--- src/fackg_pkg.sv ---
// Shared constants and types for the frame acknowledgement generator.
// Assumes one core clock; all users import the whole package.
package fackg_pkg;

    // ****************************************************************
    // Defaults
    // ****************************************************************
    localparam int SEQ_W_DEF = 6;
    localparam int GRP_DEF   = 4;
    localparam int ACK_ONE   = 1;

    // ****************************************************************
    // Engine states
    // ****************************************************************
    typedef enum logic [1:0] {
        FACKG_IDLE,
        FACKG_FLUSH,
        FACKG_EVAL
    } fackg_state_t;

endpackage : fackg_pkg

--- src/fackg_pfx_mem.sv ---
// Small memory holding, per frame group, how many frames are already acknowledged.
// Assumes synchronous clear from the owner; read data is registered.
`timescale 1ns/100ps

module fackg_pfx_mem #(
    parameter int DEPTH  = 16,
    parameter int DATA_W = 3,
    parameter int ADDR_W = 4
) (
    // Clock and reset
    input  wire logic              core_clk_i,
    input  wire logic              reset_n_i,
    // Control
    input  wire logic              clr_i,
    input  wire logic              wr_en_i,
    input  wire logic [ADDR_W-1:0] wr_addr_i,
    input  wire logic [DATA_W-1:0] wr_data_i,
    input  wire logic [ADDR_W-1:0] rd_addr_i,
    output logic      [DATA_W-1:0] rd_data_o
);

    logic [DATA_W-1:0] mem_r   [DEPTH];
    logic [DATA_W-1:0] mem_nxt [DEPTH];
    logic [DATA_W-1:0] rd_nxt;

    always_comb
    begin
        mem_nxt = mem_r;
        if (clr_i)
        begin
            for (int i = 0; i < DEPTH; i++)
            begin
                mem_nxt[i] = '0;
            end
        end
        else if (wr_en_i)
        begin
            mem_nxt[wr_addr_i] = wr_data_i;
        end
        rd_nxt = mem_r[rd_addr_i];
    end

    always_ff @(posedge core_clk_i or negedge reset_n_i)
    begin
        if (!reset_n_i)
        begin
            for (int i = 0; i < DEPTH; i++)
            begin
                mem_r[i] <= '0;
            end
            rd_data_o <= '0;
        end
        else
        begin
            mem_r     <= mem_nxt;
            rd_data_o <= rd_nxt;
        end
    end

endmodule // fackg_pfx_mem

--- src/fackg_gen.sv ---
// Acknowledgement generator for a sequence recipient: grouped or per-frame mode.
// Assumes frame events come from logic on core_clk_i, one per accepted cycle.
`timescale 1ns/100ps

// Operation
// [RL1] In-order complete group gives one ack: top count, group size, history zero.
// [RL2] Out-of-order group, once all lower frames present, still gets one clean ack.
// [RL3] Ack count equals frames covered, counted down from carried count; last may be short.
// [RL4] History set while a lower frame is missing; late frame gets count one (grouped mode: its ack also covers later frames already received in its group).
// [RL5] Single mode: one ack per frame, count one, own sequence count.
// [RL6] Keep received bitmap; derive lowest missing frame, count and history from it.
module fackg_gen
    import fackg_pkg::*;
#(
    parameter int SEQ_W = fackg_pkg::SEQ_W_DEF,
    parameter int GRP   = fackg_pkg::GRP_DEF
) (
    // Clock and reset
    input  wire logic             core_clk_i,
    input  wire logic             reset_n_i,
    // Control
    input  wire logic             mode_single_i,
    input  wire logic             seq_start_i,
    // Received data frame events
    input  wire logic             frm_valid_i,
    input  wire logic [SEQ_W-1:0] frm_seq_cnt_i,
    input  wire logic             frm_last_i,
    output logic                  frm_ready_o,
    // Acknowledgement out
    output logic                  ack_valid_o,
    output logic [SEQ_W-1:0]      ack_seq_o,
    output logic [$clog2(GRP+1)-1:0] ack_cnt_o,
    output logic                  ack_hist_o
);
    import fackg_pkg::*;

    localparam int NSEQ = 1 << SEQ_W;
    localparam int OW   = $clog2(GRP);
    localparam int GW   = SEQ_W - OW;
    localparam int NGRP = NSEQ / GRP;
    localparam int CW   = $clog2(GRP+1);

    // ****************************************************************
    // Helpers
    // ****************************************************************
    // Returns {complete, run length from prefix upward}
    function automatic logic [CW:0] run_calc(input logic [GRP-1:0] bits,
                                             input logic [CW-1:0]  pfx,
                                             input logic [OW-1:0]  lim);
        logic [CW-1:0] cnt;
        logic          cmp;
        logic          run;
        cnt = '0;
        cmp = 1'b1;
        run = 1'b1;
        for (int i = 0; i < GRP; i++)
        begin
            if (i <= int'(lim))
            begin
                if (!bits[i])
                    cmp = 1'b0;
                if (i >= int'(pfx))
                begin
                    if (bits[i] && run)
                        cnt = CW'(cnt + 1'b1);
                    else
                        run = 1'b0;
                end
            end
        end
        return {cmp, cnt};
    endfunction

    // Lowest sequence count not yet received; NSEQ when none
    function automatic logic [SEQ_W:0] lowest_missing(input logic [NSEQ-1:0] v);
        logic [SEQ_W:0] res;
        res = (SEQ_W+1)'(NSEQ);
        for (int i = NSEQ - 1; i >= 0; i--)
        begin
            if (!v[i])
                res = (SEQ_W+1)'(i);
        end
        return res;
    endfunction

    // ****************************************************************
    // State
    // ****************************************************************
    fackg_state_t     state_r,   state_nxt;
    logic [NSEQ-1:0]  recv_r,    recv_nxt;
    logic [SEQ_W-1:0] fs_r,      fs_nxt;
    logic [SEQ_W-1:0] end_r,     end_nxt;
    logic             end_vld_r, end_vld_nxt;
    logic [GW-1:0]    cur_grp_r, cur_grp_nxt;
    logic             rdy_r,     rdy_nxt;
    logic             ackv_r,    ackv_nxt;
    logic [SEQ_W-1:0] aseq_r,    aseq_nxt;
    logic [CW-1:0]    acnt_r,    acnt_nxt;
    logic             ahist_r,   ahist_nxt;

    logic [GW-1:0]    rd_addr;
    logic [CW-1:0]    pfx_rd;
    logic             pfx_we;
    logic [CW-1:0]    pfx_wd;
    logic             pfx_clr;
    logic [GW-1:0]    k_sel;
    logic [SEQ_W-1:0] k_base;
    logic [OW-1:0]    k_lim;
    logic [CW:0]      res;
    logic [SEQ_W-1:0] run_bot;
    logic [SEQ_W:0]   lo;

    fackg_pfx_mem #(
        .DEPTH  (NGRP),
        .DATA_W (CW),
        .ADDR_W (GW)
    ) u_pfx_mem (
        .core_clk_i (core_clk_i),
        .reset_n_i  (reset_n_i),
        .clr_i      (pfx_clr),
        .wr_en_i    (pfx_we),
        .wr_addr_i  (k_sel),
        .wr_data_i  (pfx_wd),
        .rd_addr_i  (rd_addr),
        .rd_data_o  (pfx_rd)
    );

    // ****************************************************************
    // Next state
    // ****************************************************************
    always_comb
    begin
        state_nxt   = state_r;
        recv_nxt    = recv_r;
        fs_nxt      = fs_r;
        end_nxt     = end_r;
        end_vld_nxt = end_vld_r;
        cur_grp_nxt = cur_grp_r;
        ackv_nxt    = 1'b0;
        aseq_nxt    = aseq_r;
        acnt_nxt    = acnt_r;
        ahist_nxt   = ahist_r;
        rd_addr     = cur_grp_r;
        pfx_we      = 1'b0;
        pfx_clr     = 1'b0;
        lo          = lowest_missing(recv_r);                            // see [RL6]
        k_sel       = (state_r == FACKG_FLUSH) ? cur_grp_r : fs_r[SEQ_W-1:OW];
        k_base      = {k_sel, {OW{1'b0}}};
        k_lim       = (end_vld_r && end_r[SEQ_W-1:OW] == k_sel) ? end_r[OW-1:0] : '1;
        res         = run_calc(recv_r[k_base +: GRP], pfx_rd, k_lim);
        run_bot     = SEQ_W'(k_base + SEQ_W'(pfx_rd));
        pfx_wd      = CW'(pfx_rd + res[CW-1:0]);
        unique case (state_r)
            FACKG_IDLE:
            begin
                if (seq_start_i)
                begin
                    recv_nxt    = '0;
                    end_vld_nxt = 1'b0;
                    cur_grp_nxt = '0;
                    pfx_clr     = 1'b1;
                end
                else if (frm_valid_i)
                begin
                    recv_nxt[frm_seq_cnt_i] = 1'b1;                      // see [RL6]
                    fs_nxt = frm_seq_cnt_i;
                    if (frm_last_i)
                    begin
                        end_nxt     = frm_seq_cnt_i;
                        end_vld_nxt = 1'b1;
                    end
                    if (mode_single_i)
                    begin
                        ackv_nxt  = 1'b1;                                // see [RL5]
                        aseq_nxt  = frm_seq_cnt_i;
                        acnt_nxt  = CW'(ACK_ONE);
                        ahist_nxt = lo < {1'b0, frm_seq_cnt_i};          // see [RL4]
                    end
                    else if (frm_seq_cnt_i[SEQ_W-1:OW] != cur_grp_r)
                    begin
                        state_nxt = FACKG_FLUSH;
                    end
                    else
                    begin
                        rd_addr   = frm_seq_cnt_i[SEQ_W-1:OW];
                        state_nxt = FACKG_EVAL;
                    end
                end
            end
            FACKG_FLUSH, FACKG_EVAL:
            begin
                // Flush sends a partial run; eval waits for a group complete up to k_lim
                if (res[CW-1:0] != '0 && (state_r == FACKG_FLUSH || res[CW]))
                begin
                    ackv_nxt  = 1'b1;                                    // see [RL1]
                    aseq_nxt  = SEQ_W'(run_bot + SEQ_W'(res[CW-1:0]) - 1'b1); // see [RL3]
                    acnt_nxt  = res[CW-1:0];                             // see [RL3]
                    ahist_nxt = lo < {1'b0, run_bot};                    // see [RL2]
                    pfx_we    = 1'b1;
                end
                if (state_r == FACKG_FLUSH)
                begin
                    rd_addr   = fs_r[SEQ_W-1:OW];
                    state_nxt = FACKG_EVAL;
                end
                else
                begin
                    cur_grp_nxt = k_sel;
                    state_nxt   = FACKG_IDLE;
                end
            end
        endcase
        rdy_nxt = (state_nxt == FACKG_IDLE);
    end

    // ****************************************************************
    // Registers
    // ****************************************************************
    always_ff @(posedge core_clk_i or negedge reset_n_i)
    begin
        if (!reset_n_i)
        begin
            state_r   <= FACKG_IDLE;
            recv_r    <= '0;
            fs_r      <= '0;
            end_r     <= '0;
            end_vld_r <= 1'b0;
            cur_grp_r <= '0;
            rdy_r     <= 1'b1;
            ackv_r    <= 1'b0;
            aseq_r    <= '0;
            acnt_r    <= '0;
            ahist_r   <= 1'b0;
        end
        else
        begin
            state_r   <= state_nxt;
            recv_r    <= recv_nxt;
            fs_r      <= fs_nxt;
            end_r     <= end_nxt;
            end_vld_r <= end_vld_nxt;
            cur_grp_r <= cur_grp_nxt;
            rdy_r     <= rdy_nxt;
            ackv_r    <= ackv_nxt;
            aseq_r    <= aseq_nxt;
            acnt_r    <= acnt_nxt;
            ahist_r   <= ahist_nxt;
        end
    end

    assign frm_ready_o = rdy_r;
    assign ack_valid_o = ackv_r;
    assign ack_seq_o   = aseq_r;
    assign ack_cnt_o   = acnt_r;
    assign ack_hist_o  = ahist_r;

    // ****************************************************************
    // Checks
    // ****************************************************************
    logic [SEQ_W-1:0] chk_bot;
    logic [SEQ_W:0]   chk_lo;
    logic             chk_cov;
    always_comb
    begin
        chk_bot = SEQ_W'(ack_seq_o - SEQ_W'(ack_cnt_o) + 1'b1);
        chk_lo  = lowest_missing(recv_r);
        chk_cov = 1'b1;
        for (int i = 0; i < GRP; i++)
        begin
            if (i < int'(ack_cnt_o) && !recv_r[SEQ_W'(chk_bot + SEQ_W'(i))])
                chk_cov = 1'b0;
        end
    end

    chk_single_ack: assert property (@(posedge core_clk_i) disable iff (!reset_n_i) // see [RL5]
        (frm_ready_o && frm_valid_i && !seq_start_i && mode_single_i)
        |=> (ack_valid_o && ack_cnt_o == CW'(ACK_ONE) && ack_seq_o == $past(frm_seq_cnt_i)))
        else $error("single mode ack missing or wrong");
    chk_count_range: assert property (@(posedge core_clk_i) disable iff (!reset_n_i) // see [RL3]
        ack_valid_o |-> (ack_cnt_o != '0 && int'(ack_cnt_o) <= GRP))
        else $error("ack count out of range");
    chk_cover_recv: assert property (@(posedge core_clk_i) disable iff (!reset_n_i) // see [RL6]
        ack_valid_o |-> chk_cov)
        else $error("ack covers a frame not received");
    chk_hist_value: assert property (@(posedge core_clk_i) disable iff (!reset_n_i) // see [RL4]
        ack_valid_o |-> (ack_hist_o == (chk_lo < {1'b0, chk_bot})))
        else $error("history flag disagrees with bitmap");
    chk_group_done: assert property (@(posedge core_clk_i) disable iff (!reset_n_i) // see [RL2]
        (frm_ready_o && frm_valid_i && !seq_start_i && !mode_single_i)
        |=> !frm_ready_o ##[1:2] frm_ready_o)
        else $error("grouped evaluation did not finish");
    chk_full_group: assert property (@(posedge core_clk_i) disable iff (!reset_n_i) // see [RL1]
        (state_r == FACKG_EVAL && res[CW] && pfx_rd == '0 && k_lim == '1)
        |=> (ack_valid_o && int'(ack_cnt_o) == GRP && ack_seq_o[OW-1:0] == '1))
        else $error("complete group not acknowledged whole");

endmodule // fackg_gen

--- config.mk ---
export PLATFORM = sky130hd
export DESIGN_NAME = fackg_gen
export DESIGN_NICKNAME = d
export VERILOG_FILES = /design/src/fackg_pkg.sv /design/src/fackg_pfx_mem.sv /design/src/fackg_gen.sv
export SDC_FILE = /design/constraint.sdc
export NUM_CORES = 1
export LEC_CHECK = 0
export BUFFER_PORTS_ARGS = -buffer_cell sky130_fd_sc_hd__buf_4
export CAP_MARGIN = 30
export CORE_ASPECT_RATIO = 0.8
export CORE_MARGIN = 5
export CORE_UTILIZATION = 30
export CTS_CLUSTER_SIZE = 16
export DETAILED_ROUTE_END_ITERATION = 16
export GPL_ROUTABILITY_DRIVEN = 0
export PLACE_DENSITY = 0.5
export SLEW_MARGIN = 20
export SYNTH_ARGS = -nofsm -noshare
export SYNTH_HDL_FRONTEND = slang
export SYNTH_SLANG_ARGS = --single-unit
--- constraint.sdc ---
create_clock -name core_clk_i -period 12.5 [get_ports core_clk_i]
set_input_delay 0 -clock core_clk_i [delete_from_list [all_inputs] [get_ports core_clk_i]]
set_output_delay 0 -clock core_clk_i [all_outputs]
set_load 0.02 [all_outputs]
==> impl_metrics.yaml <==
yosys:
  synth_cells: 899
  yosys-top-cells-area: "dfrtp_1, mux2i_1, a21oi_1"
  yosys.cell_types.count: 75
  synth_top_cell_area_share_pct: 41.3
  yosys_warnings: 0
  synth_area_um2: 8670
  post_synth.cell_area_avg_um2: 9.64
  async_flop_share_pct: 100
  synth_seq_cells: 144
  ys.flop_type: "dfrtp_1"
  yosysTopAreaCell: "dfrtp_1"
  synth-edff-count: 0
  syn_nets: 935
  ys_seq_area_share_pct: 41.6
sta:
  slew_violations: 0
  relSlewSlack_pct: 32.2
  tns_ps: 0
  worst_hold_slack_ps: 31.9
  clock.fmax_mhz: 138
  rsz0062_at_grt: "false"
  setup_violations: 0
  report.final.hold_viol_count: 0
  skew_ps: 14.6
  tightest_slew_ps: 1010
  period_needed_ps: 7230
  finalCritPeriodShare_pct: 57.9
power:
  clock_power_share_pct: 22.4
  power.leakage_nw: 4.40
  power_density_nw_per_um2: 224
  comb_power_share_pct: 51.1
  internal_power_mw: 1.21
  ir_worst_vdd_v: 0.000135
  p_switching_mw: 1.01
  seq_power_share_pct: 26.5
  netSwitchingFraction_pct: 45.4
critical_path:
  slowest_stage: "mux2i_4"
  path_class: "reg2reg"
  max_stage_delay_ps: 780
  arrival_ps: 7540
  reg2reg_from: "state_r[1]"
  crit_path_max_fanout: 18
  endpoint_kind: "flip-flop"
  crit_start: "state_r[1]"
  rr_worst_depth: 31
  start_kind: "flip-flop"
  cp_data_required_time_ps: 12810
global_route:
  grt_pass1_wl_um: 43400
  grt_max_degree: 90
  grt_use_total_pct: 17.4
  grt_pass1_vias: 6952
  grt-ovfl-total: 0
  grt_antenna_before_repair: 0
detailed_routing:
  ant_nets: 0
  via_per_inst: 5.47
  drc: 0
  wl_um: 27400
  routed-via-count: 7148
  drt_iter0_drc: 766
  first_pass_iters: 5
  wl_per_cell_um: 21.0
run:
  drv_cap: 0
final_layout:
  final_common_cell: "dfrtp_1"
  fin_area_um2: 9920
  fill_cells: 2920
  area_growth_pct: 14.4
  regArea_um2: 3600
  mostFrequentLayoutCells: "dfrtp_1, nand2_1, nor2_1, a21oi_1, mux2i_1"
  multi_input_area_um2: 4720
  layout-drive-gt1-share_pct: 14.1
  insertedDiodeCount: 0
  fin_nets: 960
floorplan:
  initial_core_util_pct: 30.5
  die_height_um: 162
  io_pins: 24
  coreArea_um2: 28400
  fp-row-count: 55
  die_area_um2: 32400
  die_w_um: 200
cts:
  cts_tree: "done"
  cts_inserted_buffers: 17
  postCtsSetupRepairBufs: 0
  cts_resized: 0
  clock_path_buffers: 2
  cts_root_buffer: "clkbuf_16"
  clkTransAtPathRegs_ps: 60
  cts.sinks: 144
  clk_latency_ps: 440
  cts_max_level: 4
place:
  post-dp-hpwl_um: 19700
  post_dp_cell_area_um2: 9240
  port_buffers: 23
status:
  status: "finished, final reports clean"
worst_hold_path:
  hp-class: "in2reg"
  min_delay_path_depth: 3
  worstHoldStart: "seq_start_i"
[cells in the mapped netlist, drive strengths merged (4+ instances only)]
master and n:
inv 49, o31ai 4, a21o 7, o22ai 6, a31oi 6, nand2b 6, nand2 105, nor2 101
mux4 25, nor4 10, mux2i 73, a211oi 8, nand3 34, a21oi 92, mux2 15, nand3b 4
o21a 5, buf 17, o2111ai 4, nor3 18, o211ai 5, xnor2 14, xor2 4, ha 22
and2 5, and3 7, nand4 13, nor2b 6, o21ai 29, dfrtp 143, clkbuf 23
[path summary, 6_finish.rpt]
check	to	slack, ps
worst max-delay path	ack_seq_o[5]	5270
worst min-delay path	fs_r[2]	30
worst max register to register	ack_seq_o[5]	5270
worst min register to register	ack_seq_o[2]	490
max in group asynchronous	ack_seq_o[2]	11050
min in group asynchronous	recv_r[19]	190
[critical path: cells and delay by family, from the launching register on]
family | cells | cell delay [ps]
and+or+nand+nor | 3 | 300
muxes | 5 | 2030
buffers and inverters | 6 | 410
xor gates and xnor gates | 2 | 330
adders and majority gates | 7 | 2320
AOI/OAI and AO/OA | 8 | 1330
DFF | 1 | 380
[through the flow]
stage	total power, mW	utilization, %	instances	setup slack [ps]
detailed placement	1.73	32.5	1263	5240
CTS	2.23	34.9	1305	5230
global route	2.38	34.9	1307	4800
floorplan	1.43	-	899	6330
finish	2.22	34.9	1307	5270
global placement	1.71	32.4	1260	5390
[timing repair]
action	in CTS	in global routing
endpoints found under the setup margin	0	0
hold endpoints to repair	95	0
hold buffers	10	0
[flip-flops by register name, indices dropped and copies added (netlist names)]
signal	cells
cur_grp_r	4
recv_r	64
u_pfx_mem.mem_r	48
ack_valid_o	1
fs_r	4
ack_cnt_o	3
u_pfx_mem.rd_data_o	3
end_r	6
end_vld_r	1
ack_hist_o	1
ack_seq_o	6
state_r	2
frm_ready_o	1
[kinds of logic after synthesis]
family / synth area share [%]
AO/OA/AOI/OAI: 13.9
XOR/XNOR: 1.91
adder cells (fa/ha/maj): 3.75
buffers and inverters: 4.32
flip-flops: 41.6
multiplexers: 17.6
AND/OR/NAND/NOR: 17.0
[routing by layer]
metal  GRT usage (%)  wire [um]  vias to the layer above
met3            4.62       2400                       18
li1                -          -                     3281
met5               0          0                        -
met2            23.1      11100                      282
met1            27.7      13700                     3567
met4            4.01        285                        0
[cell type report]
type | count | area share, %
inverter | 51 | 1.93
timing repair buffer | 46 | 3.77
multi-input combinational | 664 | 47.6
clock inverter | 14 | 1.25
clock buffer | 18 | 4.43
sequential | 144 | 36.3
tap | 370 | 4.67
[power by group through the flow]
stage	combinational (mW)	sequential, mW	clock (mW)
6_report	1.14	0.588	0.496
5_1_grt	1.26	0.596	0.527
4_1_cts	1.14	0.588	0.507
3_5_place_dp	1.13	0.596	0
3_3_place_gp	1.11	0.597	0
2_1_floorplan	0.842	0.588	0
No activity file was read; power rests on OpenSTA's default activity.
